<file path="config.mk">
export PLATFORM = sky130hd
export DESIGN_NAME = eep_top
export DESIGN_NICKNAME = d
export VERILOG_FILES = /design/src/core/eep_pkg.sv /design/src/core/eep_top.sv /design/src/core/eep_sync.sv /design/src/core/eep_array.sv
export VERILOG_INCLUDE_DIRS = /design/src /design/src/core
export SDC_FILE = /design/constraint.sdc
export NUM_CORES = 2
export LEC_CHECK = 0
export ABC_AREA = 1
export BUFFER_PORTS_ARGS = -buffer_cell sky130_fd_sc_hd__buf_2
export CAP_MARGIN = 25
export CORE_ASPECT_RATIO = 0.8
export CORE_UTILIZATION = 30
export DETAILED_ROUTE_END_ITERATION = 8
export GPL_TIMING_DRIVEN = 0
export PLACE_DENSITY = 0.44
export SYNTH_ARGS = -nofsm -noshare
export SYNTH_HDL_FRONTEND = slang
export SYNTH_HIERARCHICAL = 1
export SYNTH_SLANG_ARGS = --single-unit
</file>
<file path="constraint.sdc">
create_clock -name i_mclk -period 35.2 [get_ports i_mclk]
set_input_delay 0 -clock i_mclk [delete_from_list [all_inputs] [get_ports i_mclk]]
set_output_delay 0 -clock i_mclk [all_outputs]
set_load 0.1 [all_outputs]
</file>
<file path="src/core/eep_params.svh">
// Constants of the bulk-programming control of a three-wire serial memory.
// Assumes inclusion by bare name from the package and the design modules.
`ifndef EEP_PARAMS_SVH
`define EEP_PARAMS_SVH

// Array shape: 64 words of 16 bits.
`define EEP_ADDR_W      6
`define EEP_DATA_W      16

// Frame layout after the start bit: two opcode bits, then address, then data.
`define EEP_OPCODE_BITS 2
`define EEP_SUBOP_BITS  2

// Longest programming time and the system clock rate.
`define EEP_T_PROG_MS   10
`define EEP_CLK_MHZ     200
// Longest time rounds down to whole cycles: 10 ms at 200 MHz.
`define EEP_PROG_CYC    (`EEP_T_PROG_MS * 1000 * `EEP_CLK_MHZ)

// Reset value of the program-enable state: disabled.
`define EEP_PROG_EN_RST 1'b0

`endif

</file>
<file path="src/core/eep_pkg.sv">
// Types shared by the bulk-programming control modules.
// Assumes eep_params.svh is reachable on the include path.
`include "eep_params.svh"

package eep_pkg;

    typedef enum logic [1:0] {
        ST_IDLE  = 2'b00,
        ST_RECV  = 2'b01,
        ST_BUSY  = 2'b10,
        ST_READY = 2'b11
    } eep_state_t;

    typedef enum logic [1:0] {
        OP_EXT   = 2'b00,
        OP_WRITE = 2'b01,
        OP_READ  = 2'b10,
        OP_ERASE = 2'b11
    } eep_op_t;

    typedef enum logic [1:0] {
        PROGRAM_DISABLE_CMD = 2'b00,
        WRITE_ALL_CMD       = 2'b01,
        ERASE_ALL_CMD       = 2'b10,
        PROGRAM_ENABLE_CMD  = 2'b11
    } eep_ext_t;

    typedef enum logic [2:0] {
        PROG_NONE       = 3'b000,
        PROG_WORD       = 3'b001,
        PROG_ERASE_WORD = 3'b010,
        PROG_WRITE_ALL  = 3'b011,
        PROG_ERASE_ALL  = 3'b100
    } eep_prog_t;

endpackage

</file>
<file path="src/core/eep_top.sv">
// Bulk-programming and protection control of a three-wire serial memory.
// Assumes chip select, serial clock and data-in arrive asynchronously as
// pins and that the serial clock is far slower than i_mclk.
`timescale 1ns/10ps
`include "eep_params.svh"

module eep_top
    import eep_pkg::*;
#(
    parameter int AW            = `EEP_ADDR_W,
    parameter int DW            = `EEP_DATA_W,
    parameter int P_PROG_CYCLES = `EEP_PROG_CYC
) (
    input  wire logic          i_mclk,
    input  wire logic          i_rstn,
    input  wire logic          i_chip_select,
    input  wire logic          i_serial_clock_in,
    input  wire logic          i_serial_data_in,
    input  wire logic [AW-1:0] i_dbg_addr,
    output logic               o_serial_data_out,
    output logic               o_serial_data_out_oe,
    output logic               o_program_enabled,
    output logic               o_busy,
    output logic      [DW-1:0] o_dbg_data
);

    localparam int ADDR_END = `EEP_OPCODE_BITS + AW;
    localparam int DATA_END = ADDR_END + DW;
    localparam int CW       = $clog2(DATA_END + 1);
    localparam int TW       = $clog2(P_PROG_CYCLES + 1);

    // The shift registers need at least two bits to drop their top bit.
    if (AW < `EEP_SUBOP_BITS || DW < 2 || P_PROG_CYCLES < 1) begin : g_bad_param
        $error("eep_top: parameters out of range");
    end

    // Reset release is synchronised; assertion stays asynchronous.
    logic rst_meta_reg;
    logic rst_sync;

    always_ff @(posedge i_mclk or negedge i_rstn) begin
        if (!i_rstn) begin
            rst_meta_reg <= 1'b0;
            rst_sync     <= 1'b0;
        end else begin
            rst_meta_reg <= 1'b1;
            rst_sync     <= rst_meta_reg;
        end
    end

    logic [2:0] pins_s;
    logic       cs_s;
    logic       sk_s;
    logic       di_s;

    eep_sync #(
        .W (3)
    ) u_sync (
        .i_clk   (i_mclk),
        .i_rst_n (rst_sync),
        .i_async ({i_chip_select, i_serial_clock_in, i_serial_data_in}),
        .o_sync  (pins_s)
    );

    assign cs_s = pins_s[2];
    assign sk_s = pins_s[1];
    assign di_s = pins_s[0];

    // Edge detection works on the synchronised copies only.
    logic sk_d_reg;
    logic sk_rise;

    always_ff @(posedge i_mclk or negedge rst_sync) begin
        if (!rst_sync) begin
            sk_d_reg <= 1'b0;
        end else begin
            sk_d_reg <= sk_s;
        end
    end

    assign sk_rise = sk_s & ~sk_d_reg;

    eep_state_t    state_reg;
    eep_state_t    state_next;
    logic [CW-1:0] cnt_reg;
    logic [CW-1:0] cnt_next;
    eep_op_t       op_reg;
    eep_op_t       op_next;
    logic [AW-1:0] addr_reg;
    logic [AW-1:0] addr_next;
    logic [DW-1:0] data_reg;
    logic [DW-1:0] data_next;
    logic [TW-1:0] timer_reg;
    logic [TW-1:0] timer_next;
    eep_prog_t     prog_reg;
    eep_prog_t     prog_next;
    logic          prog_en_reg;
    logic          prog_en_next;
    logic          do_reg;
    logic          do_next;
    logic          do_oe_reg;
    logic          do_oe_next;
    logic          busy_reg;
    logic          busy_next;

    eep_ext_t  subop;
    logic      addr_done;
    logic      data_done;
    logic      en_hit;
    logic      dis_hit;
    eep_prog_t commit_kind;

    assign subop     = eep_ext_t'(addr_reg[AW-1 -: `EEP_SUBOP_BITS]);
    assign addr_done = (cnt_reg >= CW'(ADDR_END));
    assign data_done = (cnt_reg >= CW'(DATA_END));
    // The switch happens on the edge after the last address bit was taken.
    assign en_hit    = (state_reg == ST_RECV) && cs_s && sk_rise && (op_reg == OP_EXT)
                       && (cnt_reg == CW'(ADDR_END)) && (subop == PROGRAM_ENABLE_CMD);
    assign dis_hit   = (state_reg == ST_RECV) && cs_s && sk_rise && (op_reg == OP_EXT)
                       && (cnt_reg == CW'(ADDR_END)) && (subop == PROGRAM_DISABLE_CMD);

    // Which operation a falling select would trigger now; short frames trigger none.
    always_comb begin
        commit_kind = PROG_NONE;
        case (op_reg)
            OP_WRITE: begin
                if (data_done) begin
                    commit_kind = PROG_WORD;
                end
            end
            OP_ERASE: begin
                if (addr_done) begin
                    commit_kind = PROG_ERASE_WORD;
                end
            end
            OP_EXT: begin
                if (subop == WRITE_ALL_CMD && data_done) begin
                    commit_kind = PROG_WRITE_ALL;
                end else if (subop == ERASE_ALL_CMD && addr_done) begin
                    commit_kind = PROG_ERASE_ALL;
                end
            end
            default: commit_kind = PROG_NONE;
        endcase
    end

    always_comb begin
        state_next   = state_reg;
        cnt_next     = cnt_reg;
        op_next      = op_reg;
        addr_next    = addr_reg;
        data_next    = data_reg;
        timer_next   = timer_reg;
        prog_next    = PROG_NONE;
        prog_en_next = prog_en_reg;
        case (state_reg)
            ST_IDLE: begin
                // Low data-in edges before the start bit are dummy cycles.
                if (cs_s && sk_rise && di_s) begin
                    state_next = ST_RECV;
                    cnt_next   = '0;
                end
            end
            ST_RECV: begin
                if (!cs_s) begin
                    state_next = ST_IDLE;
                    if (commit_kind != PROG_NONE && prog_en_reg) begin
                        prog_next  = commit_kind;
                        state_next = ST_BUSY;
                        timer_next = TW'(P_PROG_CYCLES - 1);
                    end
                end else if (sk_rise) begin
                    if (en_hit) begin
                        prog_en_next = 1'b1;
                    end else if (dis_hit) begin
                        prog_en_next = 1'b0;
                    end
                    // Bits past the first data word are ignored.
                    if (cnt_reg < CW'(`EEP_OPCODE_BITS)) begin
                        op_next = eep_op_t'({op_reg[0], di_s});
                    end else if (cnt_reg < CW'(ADDR_END)) begin
                        addr_next = {addr_reg[AW-2:0], di_s};
                    end else if (cnt_reg < CW'(DATA_END)) begin
                        data_next = {data_reg[DW-2:0], di_s};
                    end
                    if (cnt_reg <= CW'(DATA_END)) begin
                        cnt_next = cnt_reg + CW'(1);
                    end
                end
            end
            ST_BUSY: begin
                // Serial clock and data-in are not looked at while programming.
                if (timer_reg == '0) begin
                    state_next = cs_s ? ST_READY : ST_IDLE;
                end else begin
                    timer_next = timer_reg - TW'(1);
                end
            end
            ST_READY: begin
                if (!cs_s) begin
                    state_next = ST_IDLE;
                end else if (sk_rise && di_s) begin
                    // A high data-in here is taken as a start bit.
                    state_next = ST_RECV;
                    cnt_next   = '0;
                end
            end
            default: state_next = ST_IDLE;
        endcase
        if (state_next == ST_RECV && state_reg != ST_RECV) begin
            op_next   = OP_EXT;
            addr_next = '0;
            data_next = '0;
        end
    end

    // Data-out is only driven during verify; it floats as soon as a new frame starts.
    always_comb begin
        do_oe_next = ((state_next == ST_BUSY) && cs_s) || (state_next == ST_READY);
        do_next    = (state_next == ST_READY);
        busy_next  = (state_next == ST_BUSY);
    end

    always_ff @(posedge i_mclk or negedge rst_sync) begin
        if (!rst_sync) begin
            state_reg   <= ST_IDLE;
            cnt_reg     <= '0;
            op_reg      <= OP_EXT;
            addr_reg    <= '0;
            data_reg    <= '0;
            timer_reg   <= '0;
            prog_reg    <= PROG_NONE;
            prog_en_reg <= `EEP_PROG_EN_RST;
            do_reg      <= 1'b0;
            do_oe_reg   <= 1'b0;
            busy_reg    <= 1'b0;
        end else begin
            state_reg   <= state_next;
            cnt_reg     <= cnt_next;
            op_reg      <= op_next;
            addr_reg    <= addr_next;
            data_reg    <= data_next;
            timer_reg   <= timer_next;
            prog_reg    <= prog_next;
            prog_en_reg <= prog_en_next;
            do_reg      <= do_next;
            do_oe_reg   <= do_oe_next;
            busy_reg    <= busy_next;
        end
    end

    eep_array #(
        .AW (AW),
        .DW (DW)
    ) u_array (
        .i_clk     (i_mclk),
        .i_rst_n   (rst_sync),
        .i_prog    (prog_reg),
        .i_addr    (addr_reg),
        .i_data    (data_reg),
        .i_rd_addr (i_dbg_addr),
        .o_rd_data (o_dbg_data)
    );

    assign o_serial_data_out    = do_reg;
    assign o_serial_data_out_oe = do_oe_reg;
    assign o_program_enabled    = prog_en_reg;
    assign o_busy               = busy_reg;

    // Helper terms sampled by the checks below.
    logic was_write_ok;
    logic cancel_hit;
    logic start_at_ready;
    assign was_write_ok   = (state_reg == ST_RECV) && !cs_s && (op_reg == OP_WRITE)
                            && data_done && prog_en_reg;
    assign cancel_hit     = (state_reg == ST_RECV) && !cs_s && !data_done
                            && ((op_reg == OP_WRITE)
                                || ((op_reg == OP_EXT) && (subop == WRITE_ALL_CMD)));
    assign start_at_ready = (state_reg == ST_READY) && cs_s && sk_rise && di_s;
endmodule // eep_top

</file>
<file path="src/core/eep_sync.sv">
// Two-flip-flop synchroniser for a group of independent levels.
// Assumes each bit is a slow level or clock from outside the i_clk domain.
`timescale 1ns/10ps

module eep_sync #(
    parameter int W = 1
) (
    input  wire logic         i_clk,
    input  wire logic         i_rst_n,
    input  wire logic [W-1:0] i_async,
    output logic      [W-1:0] o_sync
);

    if (W < 1) begin : g_bad_param
        $error("eep_sync: width out of range");
    end

    logic [W-1:0] meta_reg;
    logic [W-1:0] sync_reg;

    always_ff @(posedge i_clk or negedge i_rst_n) begin
        if (!i_rst_n) begin
            meta_reg <= '0;
            sync_reg <= '0;
        end else begin
            meta_reg <= i_async;
            sync_reg <= meta_reg;
        end
    end

    assign o_sync = sync_reg;

endmodule // eep_sync

</file>
<file path="src/core/eep_array.sv">
// Word array, set to all ones by reset, with single-cycle word and whole-array updates.
// Assumes a one-cycle program pulse from the control; reads are registered.
`timescale 1ns/10ps
`include "eep_params.svh"

module eep_array
    import eep_pkg::*;
#(
    parameter int AW = `EEP_ADDR_W,
    parameter int DW = `EEP_DATA_W
) (
    input  wire logic          i_clk,
    input  wire logic          i_rst_n,
    input  wire eep_prog_t     i_prog,
    input  wire logic [AW-1:0] i_addr,
    input  wire logic [DW-1:0] i_data,
    input  wire logic [AW-1:0] i_rd_addr,
    output logic      [DW-1:0] o_rd_data
);

    localparam int DEPTH = 1 << AW;

    if (AW < 1 || DW < 1) begin : g_bad_param
        $error("eep_array: parameters out of range");
    end

    logic [DW-1:0] mem_reg  [DEPTH];
    logic [DW-1:0] mem_next [DEPTH];
    logic [DW-1:0] rd_reg;
    logic [DW-1:0] rd_next;

    // Every entry decides its own update, so a whole-array operation costs one cycle.
    for (genvar i = 0; i < DEPTH; i++) begin : g_word
        always_comb begin
            mem_next[i] = mem_reg[i];
            case (i_prog)
                PROG_WRITE_ALL: mem_next[i] = i_data;
                PROG_ERASE_ALL: mem_next[i] = {DW{1'b1}};
                PROG_WORD: begin
                    if (i_addr == AW'(i)) begin
                        mem_next[i] = i_data;
                    end
                end
                PROG_ERASE_WORD: begin
                    if (i_addr == AW'(i)) begin
                        mem_next[i] = {DW{1'b1}};
                    end
                end
                default: mem_next[i] = mem_reg[i];
            endcase
        end

        always_ff @(posedge i_clk or negedge i_rst_n) begin
            if (!i_rst_n) begin
                mem_reg[i] <= {DW{1'b1}};
            end else begin
                mem_reg[i] <= mem_next[i];
            end
        end
    end

    always_comb begin
        rd_next = mem_reg[i_rd_addr];
    end

    always_ff @(posedge i_clk or negedge i_rst_n) begin
        if (!i_rst_n) begin
            rd_reg <= '0;
        end else begin
            rd_reg <= rd_next;
        end
    end

    assign o_rd_data = rd_reg;

endmodule // eep_array

</file>
Word level (Yosys, flattened, before mapping). Cells that the tools add are included. W data, S select, Z words.

Flip-flop bits (word level): 1108. Bits of input ports: 11. Output and inout bits: 20. Logic and storage cells: 655.

Add/subtract/negate cells: 2. Magnitude comparators: 7. Equality and inequality tests: 219. Multiplexer cells: 242. Bitwise operators: 3. Reductions and logical operators: 101.

Operators by type and width (number): $pmux W16 S4 (64); $mux W16 (137); $ne A2 B1 Y1 const B (135); $eq A6 B6 Y1 const B (32); $reduce_and A3 Y1 (64); $bmux W16 S6 (1); $eq A6 B5 Y1 const B (16); $mux W21 (3); $eq A6 B4 Y1 const B (8); $pmux W21 S2 (1); $mux W6 (6); $mux W5 (6); $mux W2 (13); $eq A6 B3 Y1 const B (4); $logic_not A21 Y1 (1); $sub A21 B1 Y21 const B (1); $reduce_bool A2 Y1 (8); $mux W3 (5); $pmux W5 S3 (1); $eq A2 B2 Y1 const B (7); $logic_and A1 B1 Y1 (14); $eq A6 B2 Y1 const B (2); $reduce_and A4 Y1 (3); $ne A2 B2 Y1 const B (5); 28 further kinds (37).

Logic depth before layout (Yosys ltp).
Depth in word-level cells: 14. Depth in mapped cells: 12. Gate-level depth less buffers: 10.

By module. Netlist, hierarchy kept.

Modules (own cells, without submodules): eep_array (instances 1, cells each 7073, area each 52681.8 um^2, sequential area each 27306.2 um^2); eep_top (instances 1, cells each 503, area each 3582.2 um^2, sequential area each 1551.5 um^2); eep_sync (instances 1, cells each 6, area each 150.1 um^2, sequential area each 150.1 um^2).

Least setup slack after synthesis. Ideal clock, no wire load.

Path kind: flip-flop to flip-flop. Start point: register prog_en_reg, in the netlist o_program_enabled. End point: register timer_reg[19]. Library setup time: 117 ps. Arrival: 1603 ps. Setup slack: 33480 ps. Cell stages (with the launch flop): 7. Path buffers: 1. Cell sequence: dfrtp_1 o21ai_0 nand2_1 nand2_2 buf_4 nand2_1 nand2_1.

Cells in the longest elaborated chain, start to end: 3.

RTL lines: start, declared (line eep_top.sv:97) `logic prog_en_reg;`; start signal, assigned (line eep_top.sv:233) `` prog_en_reg <= `EEP_PROG_EN_RST; ``; start signal, assigned (line eep_top.sv:245) `prog_en_reg <= prog_en_next;`; $logic_and A1 B1 Y1 (line eep_top.sv:167) `if (commit_kind != PROG_NONE && prog_en_reg) begin`; $ne A2 B1 Y1 (no source line); $reduce_and A4 Y1 (no source line); end signal, assigned (line eep_top.sv:243) `timer_reg <= timer_next;`; end, declared (line eep_top.sv:93) `logic [TW-1:0] timer_reg;`.

No other way between the ends. A chain may end at the register's enable or synchronous reset.

Final worst setup path.
Start point: register prog_reg[2]. End point: register u_array/mem_reg[523] (netlist bit).

Cells in the longest elaborated chain, start to end: 3. Elaborated cells between the ends (all ways): 9.

RTL lines: start, declared (line eep_top.sv:95) `eep_prog_t prog_reg;`; start signal, assigned (line eep_top.sv:244) `prog_reg <= prog_next;`; $eq A3 B2 Y1 (tied with other cells) (line eep_array.sv:36) `case (i_prog)`; $ne A2 B1 Y1 (no source line) or $reduce_bool A4 Y1 (tied branches); $reduce_and A3 Y1 (no source line); end signal, assigned by index (line eep_array.sv:55) `mem_reg[i] <= {DW{1'b1}};`; end signal, assigned by index (line eep_array.sv:57) `mem_reg[i] <= mem_next[i];`; end, declared (line eep_array.sv:27) `logic [DW-1:0] mem_reg [DEPTH];`.

Several ways; a longest one is shown, not always the timed one.

==> results.cfg <==
[drt]
wl_per_cell_um = 27.61
wl_um = 287600
postRouteAntennaNets = 0
first_pass_iters = 9
drc = 0
via_per_inst = 5.146
vias = 53600
first_iter_violations = 7036

[grt]
overflow = 0
grt_pass1_vias = 49410
grt_antenna_before_repair = 20
gr-usage-all-layers = 0.2994
grt_max_degree = 68
grt_pass1_wl_um = 394900

[clock_network]
cts_buffers = 134
cts-root-buf = clkbuf_16
cts.clk_slew.worst_paths_ns = 0.06
clock-sinks = 1108
postCtsSetupBuffers = 0
h-tree-depth = 4
clockBufferDepth = 3
cts_resized = 0
insertion_delay_ns = 0.80
cts_tree = built

[floorplan]
die_x_um = 486.8
ios = 31
num_rows = 141
start_util = 0.3037
core_area_mm2 = 0.1858
die_y_um = 389.9
die_area_mm2 = 0.1898

[sta]
fin_skew_ns = 0.03093
rsz0062_at_grt = no
max_freq_mhz = 344.8
maxSlewViolCount = 0
finalCriticalPeriod_ns = 2.900
worstMarginPinSlew_ns = 1.177
final-hold-violation-count = 0
max_slew_margin = 0.2152
fin_crit_sh = 0.08239
holdWs_ns = 0.1271
timing.setup.tns_ns = 0
setup_viol = 0

[place]
dp_hpwl_um = 209500
port-buffer-count = 26
place.gp.congestion = 1.010
post_dp_cell_area_mm2 = 0.06050

[yosys]
synthXorXnorAreaFrac = 0.0006210
synthSimpleGateAreaFrac = 0.4178
synth_cell_types = 41
synth_edf_count = 0
synth.area.mux_share = 0
synth_area_leaders = dfstp_2 (48%), nand2_1 (31%), nand3_1 (8.2%)
ys_seq_area_frac = 0.5142
synth_compound_area_frac = 0.003526
syn_inst = 7582
synthArstFlopShare = 1.000
syn-num-nets = 7595
synth_top_family_by_area = simple AND/OR/NAND/NOR gates
syn_area_per_cell_um2 = 7.441
synth_seq_cells = 1108
synth_ff_type = dfstp_2
synth_top_area_frac = 0.4769
synth_area_leader_cell = dfstp_2
synthesis.area_mm2 = 0.05641
synth_warnings = 6
synthAdderAreaFrac = 0.0004436

[cells_and_area]
stdcell_area_mm2 = 0.06529
layout_commonest_cell = nand2_1
largest_reg_flops = 1024
finalNetCount = 7816
area_growth_pct = 15.73
layout-drive-gt1-share = 0.2417
final_cell_mix = nand2_1 (4,664), dfstp_2 (1,024), nand3_1 (921)

[run]
drv_cap = 0

[run_status]
status = complete, no violations

[worst_setup_path]
worst_ep_arrival_time_ns = 3.64
path_max_fanout = 11
crit_type = register to register
endpoint_kind = register
critPathRequiredTime_ns = 35.94
crit_path_start_kind = register

[power_and_ir_drop]
p_leak_nw = 30.40
power_density_mw_per_mm2 = 47.27
peakVddDrop_mv = 0.04573

[worst_hold_path]
hp-class = primary input to register
==> synth_stat cells (30+ instances only) <==
master,count
dfrtp_1,84
nand3_1,921
buf_4,51
nand2_4,60
buf_6,50
buf_2,302
inv_2,30
inv_1,81
nor2_1,77
dfstp_2,1024
clkbuf_1,53
nand2_1,4664
==> layout make-up <==
| cell class | count | area [um2] |
|---|---|---|
| clock buffer | 194 | 3973 |
| sequential | 1108 | 29010 |
| tap | 2502 | 3131 |
| buffer | 492 | 2913 |
| multi-input combinational | 5829 | 23830 |
| timing repair buffer | 85 | 1156 |
| inverter | 153 | 660.6 |
| antenna | 4 | 10.01 |
| clock inverter | 48 | 601.8 |
| fill | 19860 | 120500 |
==> critical path, stage by stage, from the launching register on <==
cell and delay (ns):
dfrtp_1 0.42, inv_2 0.10, nand3_4 0.08, nand2_2 0.42
buf_2 0.56, nand2_1 0.46, nand2_4 0.29, buf_2 0.32
nand2_1 0.09, nand2_1 0.08
==> power breakdown <==
| group | leakage, nW | switching [mW] | internal [mW] |
|---|---|---|---|
| registers | 11.6 | 0.0144 | 1.29 |
| logic | 16.5 | 0.245 | 0.0654 |
| clock network | 2.25 | 0.618 | 0.849 |
| total | 30.4 | 0.878 | 2.21 |
==> cell families after synthesis <==
group | Yosys count
AOI/OAI and AO/OA | 30
xor gates and xnor gates | 4
adders and majority gates | 2
buffers and inverters | 645
DFF | 1108
other | 1
and+or+nand+nor | 5792
==> repair_timing <==
| action | in CTS | in global routing |
|---|---|---|
| endpoints found under the setup margin | 0 | 0 |
| hold buffers | 12 | 0 |
| endpoints found under the hold margin | 10 | 0 |
==> metal layers <==
metal,up-vias,part of all wire,global-route usage
met5,-,0.00037,0
met4,10,0.035,0.09812
met3,403,0.11,0.09221
met2,2494,0.39,0.4054
met1,26820,0.46,0.4436
li1,23880,-,-
==> path summary, 6_finish.rpt <==
path | startpoint | end | slack [ns] | cells after the start
max | prog_reg[2] | u_array/mem_reg[523] | 32.30 | 9
min | i_dbg_addr[5] | u_array/o_rd_data[2] | 0.13 | 3
max reg2reg | prog_reg[2] | u_array/mem_reg[523] | 32.30 | 9
min reg2reg | rst_sync | u_sync/meta_reg[0] | 0.24 | 0
max in group asynchronous | rst_sync | u_array/mem_reg[486] | 32.87 | 5
min in group asynchronous | rst_sync | u_sync/meta_reg[0] | 0.24 | 0
==> metrics by stage <==
stage	util	power, mW	cells	setup WS [ns]
global route	0.3514	3.181	10410	32.32
floorplan	-	1.478	7582	3.818
detailed placement	0.3257	1.628	10150	31.68
finish	0.3515	3.086	10420	32.30
global placement	0.3212	1.605	10110	-13.83
CTS	0.3510	3.111	10410	32.50
No activity file was read; power rests on OpenSTA's default activity.
